===== src/rtl/fifo_cfg_pkg.sv =====
package fifo_cfg_pkg;
    localparam logic [7:0] probe_ofs = 8'h64;
    localparam logic [7:0] thresh_ofs = 8'h68;
    localparam logic [7:0] rxcfg_ofs = 8'h6c;
    localparam logic [7:0] int_sts_ofs = 8'h58;
    localparam logic [7:0] int_en_ofs = 8'h5c;
    localparam logic [7:0] rxread_ofs = 8'h00;
    localparam logic [31:0] probe_value = 32'h87654321;
    localparam int tx_space_lsb = 24;
    localparam int tx_stat_lsb = 16;
    localparam int rx_stat_lsb = 0;
    localparam logic [7:0] tx_space_rst = 8'h48;
    localparam logic [7:0] tx_stat_rst = 8'h00;
    localparam logic [7:0] rx_stat_rst = 8'h00;
    localparam int align_lsb = 30;
    localparam int countdown_lsb = 16;
    localparam int flush_bit = 15;
    localparam int offset_lsb = 8;
    localparam int sts_rx_level = 3;
    localparam int sts_tx_level = 7;
    localparam int sts_tx_space = 9;
    localparam int sts_rx_dma = 20;
    localparam logic [31:0] sts_mask = 32'h00100288;
endpackage


===== src/rtl/fifo_level_config.sv =====
// Our own choice: the address-and-strobe port.
`timescale 1ns/1ps
// Function
// - Probe register reads fixed constant pattern.
// - TX space above threshold raises event.
// - TX status used above threshold raises event.
// - RX status used above threshold raises event.
// - Pad DWORDs after packet to alignment.
// - Alignment codes 4, 16, 32 bytes.
// - Countdown decrements per RX FIFO pop, interrupts.
// - Countdown write replaces count anytime.
// - Flush bit clears RX pointers, self-clears.
// - Start offset bytes precede packet data.
// - Upper offset bits apply next read.
// - Probe write wakes from reduced power.
// - Countdown interrupt enabled by bit 20.
// - TX status level latched bit 7.
module fifo_level_config #(
    parameter int cnt_w = 12
) (
    input wire logic core_clk_i,
    input wire logic srst_i,
    input wire logic [7:0] addr_i,
    input wire logic [31:0] wdata_i,
    input wire logic wr_i,
    input wire logic rd_i,
    output logic [31:0] rdata_o,
    input wire logic [7:0] tx_free_blocks_i,
    input wire logic [7:0] tx_status_used_i,
    input wire logic [7:0] rx_status_used_i,
    input wire logic [cnt_w-1:0] pkt_dwords_i,
    input wire logic [31:0] rx_fifo_data_i,
    input wire logic sleeping_i,
    output logic rx_fifo_pop_o,
    output logic rx_flush_o,
    output logic wake_o,
    output logic rx_last_o,
    output logic irq_o
);
    typedef struct packed {
        logic [7:0] tx_space_lvl;
        logic [7:0] tx_stat_lvl;
        logic [7:0] rx_stat_lvl;
        logic [1:0] align;
        logic [cnt_w-1:0] countdown;
        logic armed;
        logic [4:0] offset;
        logic flush;
        logic wake;
        logic [31:0] sts;
        logic [31:0] en;
        logic [31:0] rdata;
        logic port_rd;
    } regs_t;
    regs_t cur_ff;
    regs_t nxt_ff;
    logic rd_data;
    logic pop;
    logic [31:0] fmt_data;
    logic [31:0] ev;

    function automatic logic hit(input logic [7:0] a);
        hit = (addr_i == a);
    endfunction

    assign rd_data = rd_i && hit(fifo_cfg_pkg::rxread_ofs);

    rx_read_formatter #(
        .dw_cnt_w(cnt_w)
    ) u_fmt (
        .core_clk_i(core_clk_i),
        // A flush also drops a partly read packet, so the formatter restarts.
        .srst_i(srst_i || cur_ff.flush),
        .read_i(rd_data),
        .align_i(cur_ff.align),
        .offset_i(cur_ff.offset),
        .pkt_dwords_i(pkt_dwords_i),
        .fifo_data_i(rx_fifo_data_i),
        .fifo_pop_o(pop),
        .data_o(fmt_data),
        .last_o(rx_last_o)
    );

    always_comb begin
        nxt_ff = cur_ff;
        nxt_ff.flush = 1'b0;
        nxt_ff.wake = 1'b0;
        ev = 32'h0;
        ev[fifo_cfg_pkg::sts_tx_space] = tx_free_blocks_i > cur_ff.tx_space_lvl;
        ev[fifo_cfg_pkg::sts_tx_level] = tx_status_used_i > cur_ff.tx_stat_lvl;
        ev[fifo_cfg_pkg::sts_rx_level] = rx_status_used_i > cur_ff.rx_stat_lvl;
        if (pop && cur_ff.countdown != '0) begin
            nxt_ff.countdown = cur_ff.countdown - 1'b1;
            if (cur_ff.countdown == cnt_w'(1) && cur_ff.armed) begin
                ev[fifo_cfg_pkg::sts_rx_dma] = 1'b1;
                nxt_ff.armed = 1'b0;
            end
        end
        nxt_ff.rdata = 32'h0;
        nxt_ff.port_rd = rd_data;
        if (rd_i) begin
            if (hit(fifo_cfg_pkg::probe_ofs)) begin
                nxt_ff.rdata = fifo_cfg_pkg::probe_value;
            end else if (hit(fifo_cfg_pkg::thresh_ofs)) begin
                nxt_ff.rdata = {cur_ff.tx_space_lvl, cur_ff.tx_stat_lvl, 8'h0,
                                cur_ff.rx_stat_lvl};
            end else if (hit(fifo_cfg_pkg::rxcfg_ofs)) begin
                nxt_ff.rdata = {cur_ff.align, 2'b00, cur_ff.countdown, 3'b000,
                                cur_ff.offset, 8'h0};
            end else if (hit(fifo_cfg_pkg::int_sts_ofs)) begin
                nxt_ff.rdata = cur_ff.sts;
                nxt_ff.sts = 32'h0;
            end else if (hit(fifo_cfg_pkg::int_en_ofs)) begin
                nxt_ff.rdata = cur_ff.en;
            end
        end
        if (wr_i) begin
            if (hit(fifo_cfg_pkg::probe_ofs)) begin
                nxt_ff.wake = sleeping_i;
            end else if (hit(fifo_cfg_pkg::thresh_ofs)) begin
                nxt_ff.tx_space_lvl = wdata_i[fifo_cfg_pkg::tx_space_lsb +: 8];
                nxt_ff.tx_stat_lvl = wdata_i[fifo_cfg_pkg::tx_stat_lsb +: 8];
                nxt_ff.rx_stat_lvl = wdata_i[fifo_cfg_pkg::rx_stat_lsb +: 8];
            end else if (hit(fifo_cfg_pkg::rxcfg_ofs)) begin
                nxt_ff.align = wdata_i[fifo_cfg_pkg::align_lsb +: 2];
                nxt_ff.countdown = wdata_i[fifo_cfg_pkg::countdown_lsb +: cnt_w];
                nxt_ff.armed = wdata_i[fifo_cfg_pkg::countdown_lsb +: cnt_w] != '0;
                nxt_ff.offset = wdata_i[fifo_cfg_pkg::offset_lsb +: 5];
                nxt_ff.flush = wdata_i[fifo_cfg_pkg::flush_bit];
            end else if (hit(fifo_cfg_pkg::int_en_ofs)) begin
                nxt_ff.en = wdata_i & fifo_cfg_pkg::sts_mask;
            end
        end
        nxt_ff.sts = nxt_ff.sts | (ev & fifo_cfg_pkg::sts_mask);
    end

    always_ff @(posedge core_clk_i) begin
        if (srst_i) begin
            cur_ff <= '0;
            cur_ff.tx_space_lvl <= fifo_cfg_pkg::tx_space_rst;
            cur_ff.tx_stat_lvl <= fifo_cfg_pkg::tx_stat_rst;
            cur_ff.rx_stat_lvl <= fifo_cfg_pkg::rx_stat_rst;
        end else begin
            cur_ff <= nxt_ff;
        end
    end

    // The formatter registers a read port word on the read edge itself.
    assign rdata_o = cur_ff.port_rd ? fmt_data : cur_ff.rdata;
    assign rx_fifo_pop_o = pop;
    assign rx_flush_o = cur_ff.flush;
    assign wake_o = cur_ff.wake;
    assign irq_o = |(cur_ff.sts & cur_ff.en);
endmodule // fifo_level_config


===== src/rtl/rx_read_formatter.sv =====
`timescale 1ns/1ps
// Formats RX data reads: start offset bytes ahead, pad DWORDs after.
module rx_read_formatter #(
    parameter int dw_cnt_w = 12
) (
    input wire logic core_clk_i,
    input wire logic srst_i,
    input wire logic read_i,
    input wire logic [1:0] align_i,
    input wire logic [4:0] offset_i,
    input wire logic [dw_cnt_w-1:0] pkt_dwords_i,
    input wire logic [31:0] fifo_data_i,
    output logic fifo_pop_o,
    output logic [31:0] data_o,
    output logic last_o
);
    typedef struct packed {
        logic [dw_cnt_w-1:0] pos;
        logic [dw_cnt_w-1:0] total;
        logic [31:0] data;
        logic last;
    } fmt_t;
    fmt_t cur_ff;
    fmt_t nxt_ff;
    logic [dw_cnt_w-1:0] lead;
    logic [dw_cnt_w-1:0] body_end;
    logic [dw_cnt_w-1:0] aligned_end;
    logic [dw_cnt_w-1:0] amask;

    always_comb begin
        lead = dw_cnt_w'(offset_i[4:2]) + dw_cnt_w'(offset_i[1:0] != 2'b00);
        body_end = lead + pkt_dwords_i;
        unique case (align_i)
            2'b01: amask = dw_cnt_w'(3);
            2'b10: amask = dw_cnt_w'(7);
            default: amask = '0;
        endcase
        aligned_end = (body_end + amask) & ~amask;
        nxt_ff = cur_ff;
        fifo_pop_o = 1'b0;
        if (read_i) begin
            nxt_ff.data = 32'h0;
            if (cur_ff.pos >= lead && cur_ff.pos < body_end) begin
                fifo_pop_o = 1'b1;
                nxt_ff.data = fifo_data_i;
            end
            nxt_ff.last = (cur_ff.pos + 1'b1) >= aligned_end;
            nxt_ff.pos = nxt_ff.last ? '0 : cur_ff.pos + 1'b1;
            nxt_ff.total = aligned_end;
        end
    end

    always_ff @(posedge core_clk_i) begin
        if (srst_i) begin
            cur_ff <= '0;
        end else begin
            cur_ff <= nxt_ff;
        end
    end

    assign data_o = cur_ff.data;
    assign last_o = cur_ff.last;
endmodule // rx_read_formatter


===== config.mk =====
export PLATFORM = sky130hd
export DESIGN_NAME = fifo_level_config
export DESIGN_NICKNAME = d
export VERILOG_FILES = /design/src/rtl/fifo_cfg_pkg.sv /design/src/rtl/fifo_level_config.sv /design/src/rtl/rx_read_formatter.sv
export SDC_FILE = /design/constraint.sdc
export NUM_CORES = 1
export LEC_CHECK = 0
export BUFFER_PORTS_ARGS = -buffer_cell sky130_fd_sc_hd__buf_4
export CAP_MARGIN = 0
export CORE_ASPECT_RATIO = 1.4
export CORE_UTILIZATION = 30
export CTS_CLUSTER_SIZE = 8
export DETAILED_ROUTE_END_ITERATION = 7
export GPL_ROUTABILITY_DRIVEN = 0
export HOLD_SLACK_MARGIN = 0.05
export PLACE_DENSITY = 0.47
export SLEW_MARGIN = 20
export SYNTH_ARGS = -nofsm -noshare
export SYNTH_HDL_FRONTEND = slang
export SYNTH_SLANG_ARGS = --single-unit

===== constraint.sdc =====
create_clock -name core_clk_i -period 9 [get_ports core_clk_i]
set_input_delay 0.45 -clock core_clk_i [delete_from_list [all_inputs] [get_ports core_clk_i]]
set_output_delay 0.45 -clock core_clk_i [all_outputs]
set_load 0.01 [all_outputs]

==> Word level (Yosys, flattened, before mapping) <==
Index checks and enable logic that the tools add are counted.
{ "word_totals": {"regBits": 160, "output_inout_bits": 37, "elab_cells": 91} }
{ "classes": {"addsub": 5, "n_bitwise": 9, "magnitude_cmp": 6, "muxes": 25, "n_reduce_logical": 19, "eq_ne": 8} }
{ "ops": {"columns": ["operator", "count"], "rows": [
  ["two-way mux 32 bit", 11],
  ["two-way mux 19 bit", 3],
  ["== test 8 x 7 -> 1 bit (second input constant)", 5],
  ["AND 32 x 21 -> 32 bit", 1],
  ["bitwise OR 32 x 21 -> 32 bit", 1],
  ["OR reduction 32 bit", 1],
  [">= comparator 12 bit", 2],
  ["> comparator 8 bit", 3],
  ["nonzero test 12 bit", 2],
  ["two-way mux 21 bit", 1],
  ["two-way mux 20 bit", 1],
  ["two-way mux 13 bit", 1],
  ["adder 12 x 1 -> 12 bit (second input constant)", 1],
  ["adder 12 bit", 1],
  ["adder 12 x 3 -> 12 bit", 1],
  ["AND 12 bit", 1],
  ["== test 12 x 1 -> 1 bit (second input constant)", 1],
  ["less-than comparator 12 bit", 1],
  ["two-way mux 12 bit", 1],
  ["NOT 3 -> 12 bit", 1],
  ["subtractor 12 x 1 -> 12 bit (second input constant)", 1],
  ["OR reduction 5 bit", 2],
  ["zero test 8 bit", 1],
  ["two-way mux 1 bit", 6],
  ["other kinds (14)", 22]
]} }

==> Depth between registers and ports, before layout <==
Gate-level depths: netlist (run 1).
{ "depth": {"ltp_word": 13, "mapped_depth": 21, "depth_no_buf": 21} }

==> Hierarchy <==
From an unflattened synthesis (run 1), not the netlist that was laid out.
{ "hier_totals": {"hier_cells": 895, "hier_area_um2": 8064.0} }
{ "modules_own_cells": {"columns": ["mod", "seq_area_each_um2", "cells_per_inst", "n_inst", "area_each_um2"], "rows": [
  ["fifo_level_config", 1701.6, 496, 1, 4401.7],
  ["rx_read_formatter", 900.9, 399, 1, 3662.3]
]} }

==> Worst setup path after synthesis (run 1) <==
OpenSTA, ideal clock, no wires.
{ "synth_timing": {"kind": "register to register", "start": "reg cur_ff[99] in the netlist's numbering", "end": "reg u_fmt.cur_ff[46] in the netlist's numbering", "setup_slack_ns": 4.333, "stages_incl_launch_ff": 20, "path_buffers": 0, "t_required_ns": 8.939, "arrival_ns": 4.606, "path_cell_list": "dfxtp_1 -> or2_2 -> ha_1 -> ha_1 -> fa_1 -> xor2_1 -> ha_1 -> inv_1 -> o21bai_1 -> nand4bb_1 -> nor3_1 -> nor2b_1 -> and2_1 -> xor2_1 -> ha_1 -> a21o_1 -> a21oi_1 -> o21ai_0 -> a211oi_2 -> a22o_1"} }
{ "synth_via": {"elab_chain_len": 7} }
{ "synth_lines": {"columns": ["element", "line_no", "source"], "rows": [
  ["from (decl)", "fifo_level_config.sv:55", "regs_t cur_ff;"],
  ["from (signal assigned)", "fifo_level_config.sv:144", "cur_ff <= nxt_ff;"],
  ["nonzero test 2 bit", "rx_read_formatter.sv:31", "lead = dw_cnt_w'(offset_i[4:2]) + dw_cnt_w'(offset_i[1:0] != 2'b00);"],
  ["adder 3 x 1 -> 4 bit", "rx_read_formatter.sv:31", null],
  ["adder 12 bit", "rx_read_formatter.sv:32", "body_end = lead + pkt_dwords_i;"],
  ["adder 12 x 3 -> 12 bit", "rx_read_formatter.sv:38", "aligned_end = (body_end + amask) & ~amask;"],
  ["AND 12 bit", "rx_read_formatter.sv:38", null],
  [">= comparator 12 bit", "rx_read_formatter.sv:47", "nxt_ff.last = (cur_ff.pos + 1'b1) >= aligned_end;"],
  ["two-way mux 12 bit", "rx_read_formatter.sv:48", "nxt_ff.pos = nxt_ff.last ? '0 : cur_ff.pos + 1'b1;"],
  ["to (signal assigned)", "rx_read_formatter.sv:57", "cur_ff <= nxt_ff;"],
  ["to (decl)", "rx_read_formatter.sv:23", "fmt_t cur_ff;"]
]} }
Every way passes these cells.
A chain may end at the register's enable or synchronous reset.

==> Worst setup path in the final report (run 1) <==
{ "layout_timing": {"start": "reg cur_ff[99] in the netlist's numbering", "end": "out rx_fifo_pop_o"} }
{ "layout_via": {"elab_chain_len": 7} }
{ "layout_lines": {"columns": ["element", "line_no", "source"], "rows": [
  ["nonzero test 2 bit (*)", "rx_read_formatter.sv:31", null],
  ["adder 3 x 1 -> 4 bit (*)", "rx_read_formatter.sv:31", null],
  ["adder 12 bit", "rx_read_formatter.sv:32", null],
  ["less-than comparator 12 bit", "rx_read_formatter.sv:43", "if (cur_ff.pos >= lead && cur_ff.pos < body_end) begin"],
  ["logical AND 1 bit (*)", "rx_read_formatter.sv:43", null],
  ["two-way mux 1 bit (*)", "rx_read_formatter.sv:43", null],
  ["two-way mux 1 bit (*)", "rx_read_formatter.sv:41", "if (read_i) begin"],
  ["to (decl)", "fifo_level_config.sv:34", "output logic rx_fifo_pop_o,"]
]} }
Mark *: on every way between the ends. The rest lies on a longest branch, timed or not.

==> results of run 1 <==
-- layer usage --
metal  global-route usage (%)  part of all wire (%)  up-vias
met2                     32.6                    50      122
met3                     2.69                   3.1       25
met1                     22.9                    44     2984
met5                        0                     0        -
li1                         -                     -     3266
met4                     6.60                   2.4        0
-- cells in the mapped netlist, types with 21 or more instances --
cell                       count
sky130_fd_sc_hd__dfxtp_1     130
sky130_fd_sc_hd__nand2_1     101
sky130_fd_sc_hd__nor2_1       75
sky130_fd_sc_hd__ha_1         64
sky130_fd_sc_hd__a21oi_1      59
sky130_fd_sc_hd__a22oi_1      40
sky130_fd_sc_hd__inv_1        40
sky130_fd_sc_hd__mux2_2       34
sky130_fd_sc_hd__clkbuf_1     30
sky130_fd_sc_hd__nand3_1      30
sky130_fd_sc_hd__o21ai_0      24
sky130_fd_sc_hd__xnor2_1      21
-- state kept, by name, indices dropped and copies added, names as in the netlist --
name          flops
u_fmt.data_o     32
u_fmt.last_o      1
cur_ff           83
rx_flush_o        1
u_fmt.cur_ff     12
wake_o            1
-- where the power goes --
| group | internal, mW | switching [mW] | leakage [nW] |
|---|---|---|---|
| clock network | 0.384 | 0.278 | 0.260 |
| logic | 0.0499 | 0.0477 | 2.56 |
| registers | 0.577 | 0.00144 | 1.05 |
| total | 1.01 | 0.327 | 3.87 |
-- worst max-delay path, stage by stage (launching register included) --
cell and delay (ns):
sky130_fd_sc_hd__dfxtp_1 0.32, sky130_fd_sc_hd__or2_2 0.30, sky130_fd_sc_hd__ha_1 0.21, sky130_fd_sc_hd__ha_1 0.35, sky130_fd_sc_hd__fa_1 0.45, sky130_fd_sc_hd__a21o_1 0.20, sky130_fd_sc_hd__a21oi_1 0.32, sky130_fd_sc_hd__xor2_1 0.33
sky130_fd_sc_hd__ha_1 0.31, sky130_fd_sc_hd__a21oi_1 0.15, sky130_fd_sc_hd__o21ai_1 0.13, sky130_fd_sc_hd__a41oi_2 0.33, sky130_fd_sc_hd__a41oi_1 0.18, sky130_fd_sc_hd__o21bai_2 0.46, sky130_fd_sc_hd__and2_1 0.20, sky130_fd_sc_hd__buf_4 0.38
sky130_fd_sc_hd__buf_4 0.20
-- cell type report --
cell class / count / area [um^2] / share of cell area (%)
Antenna cell: 1 / 2.50 / 0.0272
Multi-Input combinational cell: 640 / 4360 / 47.5
Clock inverter: 13 / 130 / 1.42
Timing Repair Buffer: 149 / 1120 / 12.2
Tap cell: 310 / 388 / 4.22
Sequential cell: 130 / 2600 / 28.3
Inverter: 41 / 154 / 1.67
Clock buffer: 19 / 433 / 4.71
-- through the flow --
stage | worst slack [ns] | std cells
after global routing | 2.92 | 1303
after global placement | 3.60 | 1270
final | 3.29 | 1303
after CTS | 3.22 | 1302
after floorplan | 4.33 | 853
after detailed placement | 3.53 | 1270
-- how the worst min path moves through the flow --
stage | from | slack [ns] | cells after the start | end
floorplan | cur_ff[129] | 0.44 | 2 | cur_ff[129]
global placement | cur_ff[131] | 0.44 | 2 | cur_ff[131]
detailed placement | cur_ff[137] | 0.45 | 2 | cur_ff[137]
CTS | wdata_i[6] | 0.26 | 3 | cur_ff[125]
global route | rx_fifo_data_i[4] | 0.27 | 3 | u_fmt.data_o[4]
finish | wdata_i[29] | 0.27 | 3 | cur_ff[140]
-- cells by family (layout without fill, tap and decap cells) --
kind of cell    Yosys count  count (layout)  synth area share [%]
compound gates          185             185                  16.8
xor+xnor                 37              37                  4.71
fa+ha+maj                65              65                  11.3
buf+inv                  83             222                  4.50
flops                   130             130                  35.7
mux                      43              43                  6.49
other cells               0               1                     0
simple gates            310             310                  20.5
-- cells in the final DEF, fill, tap and decap left out, types with 3 or more instances in the layout --
master                       count
sky130_fd_sc_hd__clkbuf_16      17
sky130_fd_sc_hd__ha_1           64
sky130_fd_sc_hd__o21ai_0        24
sky130_fd_sc_hd__buf_4         149
sky130_fd_sc_hd__nand4_1         9
sky130_fd_sc_hd__a22o_1         10
sky130_fd_sc_hd__xor2_1         15
sky130_fd_sc_hd__a21oi_1        59
sky130_fd_sc_hd__clkinvlp_4      4
sky130_fd_sc_hd__nand2_1       101
sky130_fd_sc_hd__clkinv_4        6
sky130_fd_sc_hd__nor3b_1         3
sky130_fd_sc_hd__nor3_1         11
sky130_fd_sc_hd__nor4_1          9
sky130_fd_sc_hd__a22oi_1        40
sky130_fd_sc_hd__o21ai_1         3
sky130_fd_sc_hd__nand3b_1        3
sky130_fd_sc_hd__a211oi_1       10
sky130_fd_sc_hd__a31oi_1         7
sky130_fd_sc_hd__or4_1           3
sky130_fd_sc_hd__nand3_1        28
sky130_fd_sc_hd__and3_1         14
sky130_fd_sc_hd__and2_1         17
sky130_fd_sc_hd__mux2_2         34
sky130_fd_sc_hd__o21a_1          5
sky130_fd_sc_hd__nand2b_1       12
sky130_fd_sc_hd__a21o_1         11
sky130_fd_sc_hd__nor2_1         75
sky130_fd_sc_hd__mux2i_1         9
sky130_fd_sc_hd__nor2b_1         9
sky130_fd_sc_hd__xnor2_1        21
sky130_fd_sc_hd__dfxtp_1       130
sky130_fd_sc_hd__inv_1          40
==> results.txt, run 1 <==
----------------------------------------------------
[Power]
  Maximum ir drop on the vdd rail ... 0.124 mV
  Leakage ... 3.87 nW
  Total chip power ... 1.34 mW
  Power Density ... 146 nW/um^2

[CTS]
  Number of H-tree levels ... 4
  Count of clock tree sinks ... 130
  Number of buffers between clock root and the deepest sink ... 2
  Clk Tree Root Cell ... sky130_fd_sc_hd__clkbuf_16
  Clock Latency Late Sink ... 0.42 ns
  Number of gates resized after cts ... 0
  Hold-fix buffer count after cts ... 0
  Clock slew seen by the registers of the worst setup and hold paths ... 0.06 ns
  Number of buffers added by the clock tree synthesis step ... 17
  Buffers inserted by post-CTS timing repair ... 0
  TritonCTS clock tree ... done

[Job]
  Max capacitance violation total ... 0

[Run status]
  Run status ... complete, no violations

[Yosys]
  Main synth FF type ... sky130_fd_sc_hd__dfxtp_1
  Number of cells produced by synthesis ... 853
  Cell types occupying the most area after synthesis ... sky130_fd_sc_hd__dfxtp_1, sky130_fd_sc_hd__ha_1, sky130_fd_sc_hd__mux2_2
  Proportion of netlist area held by the largest area contributor ... 35.7%
  Proportion of synthesized chip area in sequential cells ... 35.7%
  Ys async rst share ... 0%
  Avg Inst Size Synth ... 8.54 um^2
  Post-synthesis instance area ... 7280 um^2
  Yosys synthesis warning count ... 0
  Synthesized flop and latch total ... 130
  Synth cell types ... 60
  Number of enable-type register cells in the synthesized netlist ... 0
  Cell taking the most area after synthesis ... sky130_fd_sc_hd__dfxtp_1
  Syn nets ... 1,031

[STA]
  Actual slew at the worst max-slew pin ... 0.967 ns
  Final-report hold violation count ... 0
  Count of endpoints failing setup in the final report ... 0
  Worst clock skew ... 0.00983 ns
  Maximum clock frequency ... 175 MHz
  Portion of the clock cycle consumed by the worst path in the final layout ... 63.5%
  Unrepaired setup endpoints after global routing ... no
  Final-report max-slew violation count ... 0
  Worst slew margin relative to its limit ... 35.6%
  Worst hold margin ... 0.273 ns
  Total negative slack for setup checks ... 0 ns
  Final min period ... 5.71 ns

[Final layout]
  Synthesis-to-layout area growth ... 26.2%
  Layout Nets ... 1,157
  Summed area of non-filler cells in the final layout ... 9190 um^2
  Share of the core filled with cells ... 38.5%
  Ratio of cells with drive above 1 in the final layout ... 23.1%
  Layout filler cell count ... 2,520

[Floorplan]
  Starting density of the core ... 30.5%
  Placeable Area ... 23,900 um^2
  Die X ... 134 um
  Die Area ... 24,900 um^2
  Die height ... 186 um
  Std-Cell Rows ... 67
  Num ports ... 150

[Drt]
  Count of routing violations after the opening detailed-route iteration ... 235
  Vias after detailed routing ... 6,397
  Number of iterations in the first detailed-routing pass ... 4
  Sum of routed wire length over all layers ... 22,700 um
  Drt drc ... 0
  Final routed wire length divided by cell count ... 17.4 um
  Number of routed nets with antenna violations ... 0
  Avg Vias per Cell ... 4.91

[Critical path]
  Critical Path Fanout Max ... 35
  Capture point of the worst reg-to-reg path ... u_fmt.cur_ff[54]
  Worst Path Arrival ... 5.26 ns
  Kind of critical path ... reg -> out
  Crit path launch type ... flip-flop
  Category of the worst setup path capture point ... primary output
  Worst r2r src ... cur_ff[99]
  Slack of the worst reg-to-reg path ... 3.62 ns
  Data required, critical path ... 8.55 ns
  Length in cells of the worst reg-to-reg path ... 20
  End point of the critical path ... rx_fifo_pop_o
  Worst setup path startpoint ... cur_ff[99]

[Global route]
  Total overflow reported by the global router ... 0
  Largest net degree at the start of global routing ... 60
  Vias in the first global route ... 6,478
  Number of antenna violations at the first check in global routing ... 1
  First-pass GRT wire length ... 35,200 um
  Overall fraction of global-route tracks in use ... 18.6%

[Hold path]
  Hold Crit Class ... in -> reg

[Place]
  Port Buf Inserts ... 147
  Placement Cell Area ... 8620 um^2
  Final HPWL from detailed placement ... 17,300 um

----------------------------------------------------
Power figures use the tool's default switching activity.
==> run 2: changes to the inputs <==
ABC_AREA = 1   (was not set)
clock period = 5.4 ns   (was 9 ns; I/O delays follow)
==> run 2 against run 1 <==
The flow now finishes with violations (DRC). Global-route usage shrank 0.38 points. First-iteration DRC count rose by 37%. Die area increased by 6.7%. Power rose by 72%. Setup slack worse by 2.7 ns. Synthesized area up 6.8%. Clock-buffer cell count stayed put. Largest cell class unchanged. Register-to-register slack lost 3.1 ns. Clock power up 74%. Core utilization down 0.16 points. Sequential share of layout area decreased by 1.6 points. Synthesized cell count is 21% higher.
==> results.txt, run 2 <==
----------------------------------------------------
[Run status]
  Run status ... finished, violations left
  Failing checks ... DRC

[STA]
  Actual slew at the worst max-slew pin ... 0.996 ns
  Total negative slack for setup checks ... 0 ns
  Portion of the clock cycle consumed by the worst path in the final layout ... 89.8%
  Final-report hold violation count ... 0
  Final min period ... 4.85 ns
  Maximum clock frequency ... 206 MHz
  Worst slew margin relative to its limit ... 33.5%
  Unrepaired setup endpoints after global routing ... no
  Final-report max-slew violation count ... 0
  Setup ws final ... 0.549 ns
  Worst clock skew ... 0.00719 ns
  Count of endpoints failing setup in the final report ... 0

[Yosys]
  Cell with the most instances after synthesis ... sky130_fd_sc_hd__nand2_1
  Avg Inst Size Synth ... 7.52 um^2
  Post-synthesis instance area ... 7780 um^2
  Number of cells produced by synthesis ... 1,034
  Cell types occupying the most area after synthesis ... sky130_fd_sc_hd__dfxtp_1, sky130_fd_sc_hd__ha_1, sky130_fd_sc_hd__nand2_1
  Proportion of synthesized chip area in sequential cells ... 33.5%
  Cell taking the most area after synthesis ... sky130_fd_sc_hd__dfxtp_1
  Yosys synthesis warning count ... 0
  Number of enable-type register cells in the synthesized netlist ... 0
  Commonest cells post-synth ... sky130_fd_sc_hd__nand2_1, sky130_fd_sc_hd__inv_1, sky130_fd_sc_hd__dfxtp_1, sky130_fd_sc_hd__a21oi_1, sky130_fd_sc_hd__ha_1
  Proportion of netlist area held by the largest area contributor ... 33.5%
  Synthesized flop and latch total ... 130
  Main synth FF type ... sky130_fd_sc_hd__dfxtp_1
  Synth cell types ... 49
  Ys async rst share ... 0%
  Syn nets ... 1,212

[CTS]
  Number of buffers between clock root and the deepest sink ... 2
  Count of clock tree sinks ... 130
  Number of H-tree levels ... 4
  Clk Tree Root Cell ... sky130_fd_sc_hd__clkbuf_16
  Clock Latency Late Sink ... 0.43 ns
  Number of buffers added by the clock tree synthesis step ... 17
  Clock slew seen by the registers of the worst setup and hold paths ... 0.06 ns
  TritonCTS clock tree ... done

[Critical path]
  Category of the worst setup path capture point ... flip-flop
  Crit path launch type ... flip-flop
  Critical Path Fanout Max ... 6
  Kind of critical path ... reg -> reg
  Data required, critical path ... 5.76 ns
  Worst Path Arrival ... 5.21 ns
  Slowest-stage cell, CP ... sky130_fd_sc_hd__fa_1
  Critical path's largest stage delay ... 0.44 ns

[Final layout]
  Number of antenna repair diodes ... 0
  Most frequent standard cell in the layout excluding fill and tap cells ... sky130_fd_sc_hd__nand2_1
  Synthesis-to-layout area growth ... 25.4%
  Largest Register ... cur_ff
  Share of the core filled with cells ... 38.3%
  Commonest cells after routing, fill and taps aside ... sky130_fd_sc_hd__nand2_1, sky130_fd_sc_hd__inv_1, sky130_fd_sc_hd__buf_4
  Final instance count without filler cells ... 1,506
  Layout filler cell count ... 2,674
  Largest register FFs ... 83
  Multi-input gate area ... 4360 um^2
  Layout Nets ... 1,353
  Total area of sequential cells ... 2600 um^2
  Ratio of cells with drive above 1 in the final layout ... 25.8%

[Drt]
  Count of routing violations after the opening detailed-route iteration ... 323
  Number of iterations in the first detailed-routing pass ... 8
  Drt drc ... 11
  Number of routed nets with antenna violations ... 0
  Vias after detailed routing ... 7,101
  Sum of routed wire length over all layers ... 23,800 um
  Avg Vias per Cell ... 4.72
  Final routed wire length divided by cell count ... 15.8 um

[Power]
  Power Density ... 236 nW/um^2
  Sequential share of power ... 41.9%
  Net Sw Frac ... 23.9%
  Maximum ir drop on the vdd rail ... 0.215 mV
  Leakage ... 4.49 nW
  Logic pwr share ... 7.9%
  Internal power consumption ... 1.75 mW
  Power spent charging and discharging nets ... 0.549 mW
  Clock power frac ... 50.2%

[Floorplan]
  Die height ... 193 um
  Starting density of the core ... 30.5%
  Num ports ... 150
  Die Area ... 26,600 um^2
  Die X ... 138 um
  Placeable Area ... 25,500 um^2
  Std-Cell Rows ... 69

[Place]
  Post-Place Cells ... 1,472
  Final HPWL from detailed placement ... 18,500 um
  Setup Slack @ Placement ... 0.347 ns
  Port Buf Inserts ... 147

[Global route]
  Number of antenna violations at the first check in global routing ... 0
  Total overflow reported by the global router ... 0
  Largest net degree at the start of global routing ... 47
  Overall fraction of global-route tracks in use ... 18.2%
  First-pass GRT wire length ... 36,900 um
  Vias in the first global route ... 6,924

[Hold path]
  Hold Crit Class ... in -> reg

[Job]
  Max capacitance violation total ... 0

----------------------------------------------------
-- run 2: cell count changes after synthesis, sizes merged, moves of 11 or more --
cell / change
and3: -15
a22oi: -40
nand2b: -12
clkbuf: -13
and2: -17
a211oi: -11
a21oi: +64
nand2: +118
o21ai: +34
nand3: +13
nor2: -19
inv: +121
nand4: +14
-- run 2: worst max-delay path: cells and delay by family (launching register included) --
kind                       cells  cell delay, ns
and+or+nand+nor               12            1.36
buffers and inverters          4            0.37
xor gates and xnor gates       2            0.35
DFF                            1            0.29
adders and majority gates      5            1.61
AOI/OAI and AO/OA              5            0.81
-- run 2: power groups by stage --
stage               combinational (mW)  clock, mW  sequential, mW
floorplan                       0.0825          0           0.985
global placement                 0.181          0           0.985
detailed placement               0.181          0           0.985
CTS                              0.183       1.18           0.964
global route                     0.203       1.22           0.964
finish                           0.181       1.15           0.964
-- run 2: per-layer routing --
layer,global-route usage (%),up-vias,share of wire [%]
met4,7.69,0,2.3
met3,3.00,31,2.9
met2,33.3,142,51
met5,0,-,0
li1,-,3672,-
met1,21.1,3256,44
-- run 2: cells by family (layout without fill, tap and decap cells) --
kind of cell	Yosys count	in the layout	synth area share, %
DFF	130	130	33.5
AOI/OAI and AO/OA	213	213	16.2
xor gates and xnor gates	26	26	2.93
buffers and inverters	200	353	10.8
and+or+nand+nor	370	370	21.8
adders and majority gates	65	65	10.6
muxes	30	30	4.34
-- run 2: layout make-up --
type | instances | share of cell area, %
Clock buffer | 19 | 4.64
Clock inverter | 12 | 1.36
Inverter | 164 | 6.35
Multi-Input combinational cell | 704 | 44.7
Sequential cell | 130 | 26.7
Tap cell | 319 | 4.09
Timing Repair Buffer | 157 | 12.1
Timing Repair inverter | 1 | 0.0769
-- run 2: path summary, 6_finish.rpt --
path,slack [ns],cells past startpoint,from,endpoint
max,0.55,28,cur_ff[99],u_fmt.cur_ff[56]
min,0.08,3,wdata_i[27],cur_ff[138]
max reg2reg,0.55,28,cur_ff[99],u_fmt.cur_ff[56]
min reg2reg,0.47,2,cur_ff[72],cur_ff[72]
-- run 2: timing repair --
item | 4_1_cts | 5_1_grt
gates resized for setup | 0 | 5
endpoints found under the hold margin | 1 | 0
setup endpoints to repair | 0 | 11
setup buffers | 0 | 1
hold buffers | 1 | 0
-- run 2: per-stage QoR --
stage | hold WS, ns | cell area (um^2) | power, mW
2_1_floorplan | 0.382 | 7780 | 1.07
3_3_place_gp | 0.454 | 9130 | 1.17
3_5_place_dp | 0.458 | 9130 | 1.17
4_1_cts | 0.0579 | 9720 | 2.33
5_1_grt | 0.0784 | 9760 | 2.39
6_report | 0.0834 | 9760 | 2.30
